===== config.mk =====
export PLATFORM = sky130hd
export DESIGN_NAME = scan_config_select
export DESIGN_NICKNAME = d
export VERILOG_FILES = /design/src/hw/scan_select_pkg.sv /design/src/hw/event_sync.sv /design/src/hw/scan_config_select.sv
export SDC_FILE = /design/constraint.sdc
export NUM_CORES = 1
export LEC_CHECK = 0
export ABC_AREA = 1
export BUFFER_PORTS_ARGS = -buffer_cell sky130_fd_sc_hd__buf_2
export CORE_MARGIN = 5
export CORE_UTILIZATION = 35
export CTS_BUF_LIST = sky130_fd_sc_hd__clkbuf_8
export CTS_CLUSTER_DIAMETER = 100
export DETAILED_ROUTE_END_ITERATION = 16
export PLACE_DENSITY = 0.63
export SLEW_MARGIN = 25
export SYNTH_ARGS = -nofsm -noshare
export SYNTH_HDL_FRONTEND = slang
export SYNTH_SLANG_ARGS = --single-unit
export TNS_END_PERCENT = 5

===== constraint.sdc =====
create_clock -name sys_clk -period 1.1 [get_ports sys_clk]
set_clock_uncertainty 0.05 [all_clocks]
set_input_delay 0 -clock sys_clk [delete_from_list [all_inputs] [get_ports sys_clk]]
set_output_delay 0 -clock sys_clk [all_outputs]
set_load 0.05 [all_outputs]

===== src/hw/scan_select_pkg.sv =====
/*
 Package for the scan-start and configuration-selection block: register map,
 field positions, reset values, mode enums and carrier structs.
 Assumes an APB master with 32-bit data and word-aligned registers.
*/
package scan_select_pkg;

	localparam int ADDR_W = 12;
	localparam int NCH = 16;
	localparam int CH_W = 4;
	localparam int HALF = 8;
	localparam int EVT_W = 8;

	// Register byte addresses
	localparam logic [ADDR_W-1:0] CTRL_ADDR = 12'h000;
	localparam logic [ADDR_W-1:0] CMD_ADDR = 12'h004;
	localparam logic [ADDR_W-1:0] STATUS_ADDR = 12'h008;
	localparam logic [ADDR_W-1:0] TOGGLE_ADDR = 12'h00c;

	// Control, command and status field positions
	localparam int MODE_LSB = 0;
	localparam int MODE_MSB = 1;
	localparam int SRC_LSB = 2;
	localparam int SRC_MSB = 4;
	localparam int MAP_LSB = 7;
	localparam int MAP_MSB = 8;
	localparam int START_BIT = 0;
	localparam int STOP_BIT = 1;
	localparam int BUSY_BIT = 0;
	localparam int PEND_BIT = 1;

	localparam logic [31:0] CTRL_RESET = 32'h0000_0000;
	localparam logic [31:0] CTRL_WMASK = 32'h0000_019f;
	localparam logic [31:0] ZERO_WORD = 32'h0000_0000;

	typedef enum logic [1:0] {MAP_DIRECT, MAP_SWAPPED, MAP_TOGGLE, MAP_DECODER} map_type;
	typedef enum logic [1:0] {TRIG_PERIODIC, TRIG_SINGLE, TRIG_EVENT, TRIG_UNUSED} trig_type;

	typedef struct packed {
		logic [MAP_MSB-MAP_LSB:0] mapSel;
		logic [SRC_MSB-SRC_LSB:0] srcSel;
		logic [MODE_MSB-MODE_LSB:0] trigMode;
	} ctrl_type;

	typedef struct packed {
		logic psel;
		logic penable;
		logic pwrite;
		logic [ADDR_W-1:0] paddr;
		logic [31:0] pwdata;
	} apb_req_type;

	typedef struct packed {
		logic pready;
		logic pslverr;
		logic [31:0] prdata;
	} apb_rsp_type;

	// Configuration index for a channel, half-swapped when asked
	function automatic logic [CH_W-1:0] cfg_index(input logic [CH_W-1:0] ch, input logic swap);
		cfg_index = swap ? (ch ^ CH_W'(HALF)) : ch;
	endfunction : cfg_index

endpackage : scan_select_pkg


===== src/hw/event_sync.sv =====
/*
 Two-flop synchroniser and rising-edge detector for the event-routing inputs.
 Assumes the event inputs come from outside the sys_clk domain.
*/
`timescale 1ns/1ps
module event_sync
(
	// Clock and reset
	input wire logic sys_clk,
	input wire logic resetn,
	// Events
	input wire logic [scan_select_pkg::EVT_W-1:0] eventIn,
	output logic [scan_select_pkg::EVT_W-1:0] eventPulse
);
	import scan_select_pkg::*;

	logic [EVT_W-1:0] meta_q;
	logic [EVT_W-1:0] sync_q;
	logic [EVT_W-1:0] last_q;

	// Only the second stage is looked at
	always_ff @(posedge sys_clk)
	begin
		if (!resetn)
		begin
			meta_q <= '0;
			sync_q <= '0;
			last_q <= '0;
		end
		else
		begin
			meta_q <= eventIn;
			sync_q <= meta_q;
			last_q <= sync_q;
		end
	end

	assign eventPulse = sync_q & ~last_q;

endmodule : event_sync


===== src/hw/scan_config_select.sv =====
/*
 Scan-start and channel-configuration selection with an APB register port.
 Assumes period overflow, channel trigger and decoder inputs are on sys_clk;
 event-routing inputs are asynchronous and synchronised here.
*/
// The implementer's own choices: the APB register port and the address map.
`timescale 1ns/1ps
module scan_config_select
(
	// Clock and reset
	input wire logic sys_clk,
	input wire logic resetn,
	// APB slave
	input wire logic psel,
	input wire logic penable,
	input wire logic pwrite,
	input wire logic [scan_select_pkg::ADDR_W-1:0] paddr,
	input wire logic [31:0] pwdata,
	output logic pready,
	output logic pslverr,
	output logic [31:0] prdata,
	// Sequencer side
	input wire logic periodOverflow,
	input wire logic [scan_select_pkg::EVT_W-1:0] eventIn,
	input wire logic scanDone,
	input wire logic [scan_select_pkg::NCH-1:0] chanTrigger,
	input wire logic [scan_select_pkg::NCH-1:0] decoderSwap,
	input wire logic [scan_select_pkg::CH_W-1:0] activeChan,
	// Results
	output logic scanStart,
	output logic scanBusy,
	output logic [scan_select_pkg::CH_W-1:0] configIndex
);
	import scan_select_pkg::*;

	apb_req_type req;
	apb_rsp_type rsp;
	logic [31:0] rdHold_q;
	ctrl_type ctrl_q;
	logic [NCH-1:0] toggle_q;
	logic pending_q;
	logic busy_q;
	logic start_q;
	logic [CH_W-1:0] cfg_q;
	logic [EVT_W-1:0] eventPulse;

	assign req = '{psel: psel, penable: penable, pwrite: pwrite, paddr: paddr, pwdata: pwdata};

	event_sync u_sync
	(
		.sys_clk(sys_clk),
		.resetn(resetn),
		.eventIn(eventIn),
		.eventPulse(eventPulse)
	);

	// Register decode
	wire access = req.psel && req.penable;
	wire wrEn = access && req.pwrite;
	wire hitCtrl = req.paddr == CTRL_ADDR;
	wire hitCmd = req.paddr == CMD_ADDR;
	wire hitStatus = req.paddr == STATUS_ADDR;
	wire hitToggle = req.paddr == TOGGLE_ADDR;
	wire mapped = hitCtrl || hitCmd || hitStatus || hitToggle;
	wire ctrlWr = wrEn && hitCtrl;
	wire cmdStart = wrEn && hitCmd && req.pwdata[START_BIT];
	wire cmdStop = wrEn && hitCmd && req.pwdata[STOP_BIT];

	wire trig_type mode = trig_type'(ctrl_q.trigMode);
	wire map_type mapSel = map_type'(ctrl_q.mapSel);

	wire selEvent = eventPulse[ctrl_q.srcSel];

	wire perStart = (mode == TRIG_PERIODIC) && periodOverflow;
	wire oneStart = (mode == TRIG_SINGLE) && (pending_q || cmdStart) && !busy_q;
	wire evtStart = (mode == TRIG_EVENT) && selEvent;
	wire startNow = (perStart || evtStart || oneStart) && !busy_q;

	// Mapping choice for the active channel
	wire swapDirect = 1'b0;
	wire swapHalves = 1'b1;
	wire swapToggle = toggle_q[activeChan];
	wire swapDecoder = decoderSwap[activeChan];
	logic swapSel;

	always_comb
	begin
		unique case (mapSel)
			MAP_DIRECT: swapSel = swapDirect;
			MAP_SWAPPED: swapSel = swapHalves;
			MAP_TOGGLE: swapSel = swapToggle;
			MAP_DECODER: swapSel = swapDecoder;
		endcase
	end

	wire [31:0] ctrlWord = {23'h000000, ctrl_q.mapSel, 2'h0, ctrl_q.srcSel, ctrl_q.trigMode};
	wire [31:0] ctrlMasked = req.pwdata & CTRL_WMASK;
	wire [31:0] statusWord = {30'h00000000, pending_q, busy_q};
	wire [31:0] toggleWord = {16'h0000, toggle_q};
	wire [31:0] rdMux = hitCtrl ? ctrlWord :
		hitStatus ? statusWord :
		hitToggle ? toggleWord : ZERO_WORD;

	// Control register
	always_ff @(posedge sys_clk)
	begin
		if (!resetn)
			ctrl_q <= '{mapSel: CTRL_RESET[MAP_MSB:MAP_LSB], srcSel: CTRL_RESET[SRC_MSB:SRC_LSB],
				trigMode: CTRL_RESET[MODE_MSB:MODE_LSB]};
		else if (ctrlWr)
			ctrl_q <= '{mapSel: ctrlMasked[MAP_MSB:MAP_LSB], srcSel: ctrlMasked[SRC_MSB:SRC_LSB],
				trigMode: ctrlMasked[MODE_MSB:MODE_LSB]};
	end

	always_ff @(posedge sys_clk)
	begin
		if (!resetn)
			pending_q <= 1'b0;
		else if (cmdStart)
			pending_q <= !oneStart || pending_q;
		else if (oneStart)
			pending_q <= 1'b0;
		else if (cmdStop || mode != TRIG_SINGLE)
			pending_q <= 1'b0;
	end

	// Busy spans start to done or stop; periodic and event starts while busy are dropped, single starts stay pending
	always_ff @(posedge sys_clk)
	begin
		if (!resetn)
			busy_q <= 1'b0;
		else if (startNow)
			busy_q <= 1'b1;
		else if (scanDone || cmdStop)
			busy_q <= 1'b0;
	end

	always_ff @(posedge sys_clk)
	begin
		if (!resetn)
			start_q <= 1'b0;
		else
			start_q <= startNow;
	end

	always_ff @(posedge sys_clk)
	begin
		if (!resetn)
			toggle_q <= '0;
		else if (mapSel != MAP_TOGGLE)
			toggle_q <= '0;
		else
			toggle_q <= toggle_q ^ chanTrigger;
	end

	always_ff @(posedge sys_clk)
	begin
		if (!resetn)
			cfg_q <= '0;
		else
			cfg_q <= cfg_index(activeChan, swapSel);
	end

	// Read data held after each read access; during the access prdata comes straight from rdMux
	always_ff @(posedge sys_clk)
	begin
		if (!resetn)
			rdHold_q <= ZERO_WORD;
		else if (access && !req.pwrite)
			rdHold_q <= rdMux;
	end

	// One driver for the whole response struct
	assign rsp = '{pready: 1'b1, pslverr: access && !mapped, prdata: rdHold_q};

	assign pready = rsp.pready;
	assign pslverr = rsp.pslverr;
	assign prdata = (access && !req.pwrite) ? rdMux : rsp.prdata;
	assign scanStart = start_q;
	assign scanBusy = busy_q;
	assign configIndex = cfg_q;

endmodule : scan_config_select


==> results of run 1 <==
==> power by group through the flow <==
stage	combinational (mW)	clock, mW	sequential (mW)
6_report	0.690	2.25	3.17
3_3_place_gp	0.547	0	3.25
3_5_place_dp	0.555	0	3.25
2_1_floorplan	0.268	0	3.29
4_1_cts	0.661	2.33	3.17
5_1_grt	0.761	2.47	3.18
==> cells by family after synthesis <==
kind of cell	count (synthesis)	share of synthesized area (%)
AND/OR/NAND/NOR	263	31.1
buffers and inverters	99	11.3
flip-flops	86	47.1
AO/OA/AOI/OAI	39	6.57
XOR/XNOR	16	3.83
other	1	0.103
==> flip-flops by register name (all words and copies together), names as in the netlist <==
register	count
pending_q	1
scanStart	1
scanBusy	1
u_sync.sync_q	8
u_sync.last_q	8
u_sync.meta_q	8
toggle_q	16
rdHold_q	32
ctrlWord	3
mapSel	2
configIndex	4
mode	2
==> through the flow <==
stage,hold WS [ps],setup TNS (ps)
finish,79.5,-2180
global route,125,-4050
CTS,61.8,-4830
detailed placement,139,-8840
global placement,134,-7100
floorplan,43.5,-2810
==> metal layers <==
layer  up-vias  wire length [um]  track usage [%]
li1       1920                 -                -
met1      1595              4670             21.2
met2        91              4670             26.7
met3        11               560             3.50
met4         0               178             6.65
met5         -                 0                0
==> layout by cell type, fill, tap and decap left out, types with 6 or more instances in the layout <==
| cell type | instances |
|---|---|
| a21oi_1 | 19 |
| buf_2 | 75 |
| buf_4 | 48 |
| buf_6 | 39 |
| clkbuf_8 | 11 |
| dfxtp_1 | 66 |
| dfxtp_2 | 19 |
| dlygate4sd3_1 | 37 |
| inv_1 | 58 |
| inv_2 | 20 |
| nand2_1 | 131 |
| nand3_1 | 34 |
| nor2_1 | 33 |
| nor2_2 | 24 |
| nor2_4 | 6 |
| nor3_1 | 16 |
| xnor2_1 | 16 |
==> final cells by class <==
| class | instances | area [um^2] | area share (%) |
|---|---|---|---|
| sequential | 86 | 1750 | 30.5 |
| multi-input combinational | 319 | 1740 | 30.2 |
| timing repair buffer | 201 | 1580 | 27.5 |
| inverter | 80 | 305 | 5.32 |
| tap | 136 | 170 | 2.96 |
| clock buffer | 11 | 151 | 2.64 |
| clock inverter | 5 | 48.8 | 0.850 |
==> how the worst max path moves through the flow <==
| stage | to | start | depth (start not counted) | slack [ps] |
|---|---|---|---|---|
| 2_1_floorplan | rdHold_q[2] | paddr[9] | 9 | -220 |
| 3_3_place_gp | prdata[7] | paddr[9] | 9 | -270 |
| 3_5_place_dp | prdata[7] | paddr[8] | 9 | -310 |
| 4_1_cts | prdata[0] | scanBusy | 5 | -250 |
| 5_1_grt | prdata[7] | toggle_q[7] | 4 | -250 |
| 6_report | prdata[2] | ctrlWord[2] | 4 | -200 |
==> repair_timing <==
item,CTS,global route
hold endpoints to repair,38,0
hold buffers,37,0
setup buffers,2,5
gates resized for setup,43,137
setup endpoints to repair,36,55
pin swaps,6,26
==> worst min-delay path: stages <==
cell and delay (ps):
buf_2 110, nand2_1 110, nor2_2 60, nand2_1 60, nand3_1 60, nand2_1 60
==> impl_metrics.tcl, run 1 <==
set metrics [dict create \
    outcome "complete, but fails checks" \
    failed_checks "setup timing" \
    grt_max_degree 33 \
    timing.final.max_slew_violations 0 \
    dr.pass1.iters 4 \
    final_hold_viol_count 0 \
    intPower_mw 4.63 \
    hold_class "in -> reg" \
    async_reset_ff_share_pct 0 \
    antenna_cells 0 \
    cpLargestDelayFamily "flip-flops" \
    synthCells 504 \
    maxCapViolCount 0 \
    dp.cells 778 \
    io_buffers 108 \
    cts-buffers-inserted 9 \
    cp_slowest_stage_delay_ps 400 \
    dp_hpwl_um 7250 \
    antenna_found_initial 0 \
    ant_nets 0 \
    nNetsFinal 792 \
    cp.buffers_inverters 2 \
    drt_iter0_drc 143 \
    io_pins 135 \
    synth_flop_cell "dfxtp_1" \
    rr_startpoint "toggle_q[1]" \
    cp.arrival_ps 1250 \
    drive_above_1_share_pct 39.3 \
    vias_per_cell 4.32 \
    start_kind "flop" \
    insertion_delay_ps 360 \
    fin_total_pwr_mw 6.12 \
    cts_root_buffer "clkbuf_8" \
    path_cells "buf_4 -> nand3_4 -> o211ai_4 -> buf_6" \
    period_needed_ps 1300 \
    yosys-top-cells-count "nand2_1, dfxtp_1, inv_1" \
    critPathMaxFanout 7 \
    yosysWarnings 0 \
    seq_area_frac_synth_pct 47.1 \
    die_h_um 112 \
    synth-edff-count 0 \
    clock.fmax_mhz 772 \
    grt_overflow 0 \
    crit_type "reg -> out" \
    yosys.area.top_type "dfxtp_1" \
    worstPathRequired_ps 1050 \
    yosysTopAreaCellShare_pct 47.1 \
    fill_cells 985 \
    syn_avg_cell_area_um2 7.25 \
    pre_cts_ws_ps -313 \
    setup_violations 19 \
    core_mm2 0.0103 \
    drc 0 \
    power_switching_share_pct 24.3 \
    leakage_nw 2.85 \
    hold_start "pwrite" \
    rows 37 \
    wl_per_cell_um 12.0 \
    initial_core_util_pct 35.6 \
    final_util_pct 55.9 \
    place_area_mm2 0.00468 \
    synthesis.nets 599 \
    synth_area_leaders "dfxtp_1, nand2_1, inv_1, nor2_1, nand3_1" \
    gr-usage-all-layers_pct 16.4 \
    pwr_density_cell_mw_per_mm2 1070 \
    rsz0062_at_grt "true" \
    crit_path_end_kind "output pin" \
    gp_congestion 0.808 \
    clockBufferDepth 2 \
    clock_sinks 86 \
    syn_area_mm2 0.00365 \
    fp.dieArea_mm2 0.0126 \
    period_share_pct 118 \
    irDropWorstVdd_mv 0.557 \
    htreeDepth 3 \
    power_frac_seq_pct 51.9 \
    clkPwrFrac_pct 36.8 \
    design_area_mm2 0.00574 \
    fin_cells 838 \
    slowest_stage "dfxtp_4" \
    min_delay_path_depth 6 \
    reg2reg_to "configIndex[3]" \
    p_sw_mw 1.49 \
    yosysMostFrequentCell "nand2_1" \
    cts_tree "built" \
    ff2ff_setup_slack_ps -140 \
    p_comb_share_pct 11.3 \
    area_delta_synth_final_pct 57.1 \
    setup_ws_ps -195 \
    routed-via-count 3617 \
    reg2reg_depth 10 \
    die_x_um 112 \
    grt_pass1_vias 3616 \
    min_to "scanBusy" \
    ys_types 27 \
    grt_pass1_wl_um 16900 \
    yosys_register_bits 86 \
    cts.clk_slew.worst_paths_ps 80 \
    finalWirelength_um 10100 \
]
Power figures use the tool's default switching activity.
==> run 2: changes to the inputs <==
--- a/config.mk
+++ b/config.mk
@@ -5,14 +5,14 @@
 export SDC_FILE = /design/constraint.sdc
 export NUM_CORES = 1
 export LEC_CHECK = 0
-export ABC_AREA = 1
+export ABC_AREA = 0
 export BUFFER_PORTS_ARGS = -buffer_cell sky130_fd_sc_hd__buf_2
 export CORE_MARGIN = 5
 export CORE_UTILIZATION = 35
 export CTS_BUF_LIST = sky130_fd_sc_hd__clkbuf_8
 export CTS_CLUSTER_DIAMETER = 100
 export DETAILED_ROUTE_END_ITERATION = 16
-export PLACE_DENSITY = 0.63
+export PLACE_DENSITY = 0.64
 export SLEW_MARGIN = 25
 export SYNTH_ARGS = -nofsm -noshare
 export SYNTH_HDL_FRONTEND = slang
==> constraint.sdc (replaced) <==
create_clock -name sys_clk -period 1.1 [get_ports sys_clk]
set_clock_uncertainty 0.05 [all_clocks]
set_input_delay 0 -clock sys_clk [delete_from_list [all_inputs] [get_ports sys_clk]]
set_output_delay 0 -clock sys_clk [all_outputs]
set_load 0.1 [all_outputs]
==> impl_metrics.tcl, run 2 <==
set metrics [dict create \
    yosysTopAreaCellShare_pct 48.6 \
    clock_sinks 86 \
    seq_area_frac_synth_pct 48.6 \
    ant_nets 0 \
    start_kind "flop" \
    irDropWorstVdd_mv 0.991 \
    initial_core_util_pct 36.1 \
    gp_congestion 0.800 \
    period_needed_ps 1610 \
    timing.final.max_slew_violations 0 \
    cts-buffers-inserted 9 \
    io_pins 135 \
    clock.fmax_mhz 622 \
    gr-usage-all-layers_pct 15.4 \
    cts.clk_slew.worst_paths_ps 100 \
    fin_cells 657 \
    synthesis.nets 434 \
    synth_flop_cell "dfxtp_1" \
    setup_ws_ps -508 \
    ys_types 54 \
    pwr_density_cell_mw_per_mm2 1040 \
    syn_area_mm2 0.00355 \
    synth-edff-count 0 \
    rows 36 \
    grt_max_degree 37 \
    yosys.area.top_type "dfxtp_1" \
    drt_iter0_drc 103 \
    cp.arrival_ps 1840 \
    synthCells 339 \
    io_buffers 108 \
    antenna_found_initial 0 \
    leakage_nw 2.54 \
    hold_class "in -> reg" \
    rsz0062_at_grt "true" \
    die_h_um 111 \
    cpLargestDelayFamily "multiplexers" \
    yosysWarnings 0 \
    synth_area_leaders "dfxtp_1, and2_1, xnor2_1, mux2i_1, mux4_1" \
    yosysMostFrequentCell "dfxtp_1" \
    place_area_mm2 0.00512 \
    crit_type "reg -> reg" \
    path_cells "mux4_2 -> inv_2 -> a2111oi_2 -> o32ai_1 -> mux2i_1" \
    tns_ps -5880 \
    min_delay_path_depth 3 \
    htreeDepth 3 \
    cts_root_buffer "clkbuf_8" \
    grt_overflow 0 \
    dp_hpwl_um 6760 \
    die_x_um 111 \
    drc 0 \
    dp.cells 606 \
    slowest_stage "mux4_2" \
    final_cell_mix "buf_2, dfxtp_1, buf_4, and2_1, buf_12" \
    critPathMaxFanout 2 \
    biggestRegsByFlops "rdHold_q x32, toggle_q x16" \
    routed-via-count 3016 \
    async_reset_ff_share_pct 0 \
    cts_tree "built" \
    worstSetupPathDepth 5 \
    failed_checks "setup timing" \
    grt_pass1_vias 3210 \
    nNetsFinal 614 \
    finalWirelength_um 9280 \
    area_delta_synth_final_pct 66.5 \
    wl_per_cell_um 14.1 \
    cp.buffers_inverters 1 \
    setup_violations 25 \
    final_common_cell "buf_2" \
    vias_per_cell 4.59 \
    insertion_delay_ps 360 \
    dr.pass1.iters 4 \
    antenna_cells 0 \
    fp.dieArea_mm2 0.0122 \
    reg2reg_depth 5 \
    design_area_mm2 0.00590 \
    drive_above_1_share_pct 49.8 \
    ff2ff_setup_slack_ps -510 \
    outcome "complete, but fails checks" \
    crit_path_end_kind "flop" \
    largest_reg_flops 32 \
    syn_avg_cell_area_um2 10.5 \
    yosys-top-cells-count "dfxtp_1, and2_1, nor2_1" \
    final_hold_viol_count 0 \
    cp_slowest_stage_delay_ps 470 \
    yosys_register_bits 86 \
    clockBufferDepth 2 \
    maxCapViolCount 0 \
    core_mm2 0.00982 \
    regMostFlops "rdHold_q" \
    period_share_pct 146 \
    fin_total_pwr_mw 6.13 \
    grt_pass1_wl_um 15600 \
    hold_ws_ps 76.1 \
    worstPathRequired_ps 1330 \
]
-- run 2: changes by cell type in the layout (fill, tap and decap cells not counted), sizes merged, moves of 11 or more --
| cell | previous run | this run |
|---|---|---|
| nor3 | 18 | 3 |
| mux2i | 0 | 13 |
| inv | 80 | 10 |
| nor2b | 0 | 11 |
| nand2 | 138 | 6 |
| and3 | 0 | 17 |
| a21oi | 20 | 1 |
| nand3 | 38 | 2 |
| and2 | 0 | 67 |
| nor2 | 65 | 25 |
-- run 2: worst reg2reg max path: stages, from the launching register on --
cell	delay (ps)
dfxtp_1	330
mux4_2	470
inv_2	80
a2111oi_2	60
o32ai_1	320
mux2i_1	230
-- run 2: metrics by stage --
step | util (%) | setup WS (ps)
floorplan | - | -773
global placement | 52.2 | -513
global route | 60.1 | -559
finish | 60.1 | -508
CTS | 59.6 | -552
detailed placement | 52.2 | -552
-- run 2: routing by layer --
metal  vias up  share of wire (%)  GRT usage [%]
met5         -                  0              0
met4         0                1.5           4.19
met3        13                4.7           4.97
met2        67                 51           27.1
met1      1412                 43           17.9
li1       1524                  -              -
-- run 2: report_power, final --
part	leakage [nW]	switching (mW)	total, mW	internal, mW
combinational	1.72	0.363	0.744	0.381
sequential	0.712	0.0234	3.18	3.16
clock	0.104	1.29	2.20	0.914
total	2.54	1.67	6.13	4.45
-- run 2: repair_timing --
item,CTS,global route
setup buffers,1,0
gates resized for setup,49,29
setup endpoints to repair,51,50
pin swaps,14,4
endpoints found under the hold margin,34,0
hold buffers,34,0
-- run 2: area by class of cell --
type,count,area [um^2]
repair buffers,193,1890
multi-input cells,224,1860
well taps,133,166
clock buffers,9,124
fillers,819,3920
inverters,5,18.8
clock inverters,7,81.3
flip-flops and latches,86,1760
-- run 2: final timing paths --
kind,from,to
setup / recovery,toggle_q[6],configIndex[3]
hold / removal,activeChan[1],configIndex[1]
setup reg to reg,toggle_q[6],configIndex[3]
hold reg to reg,u_sync.meta_q[4],u_sync.sync_q[4]
-- run 2: cells by family (layout without fill, tap and decap cells) --
kind of cell | Yosys count | after routing | synth area share [%]
AND/OR/NAND/NOR | 151 | 151 | 26.6
flip-flops | 86 | 86 | 48.6
AO/OA/AOI/OAI | 37 | 37 | 8.65
buffers and inverters | 29 | 214 | 4.45
multiplexers | 19 | 19 | 7.69
XOR/XNOR | 16 | 16 | 3.95
other | 1 | 1 | 0.106
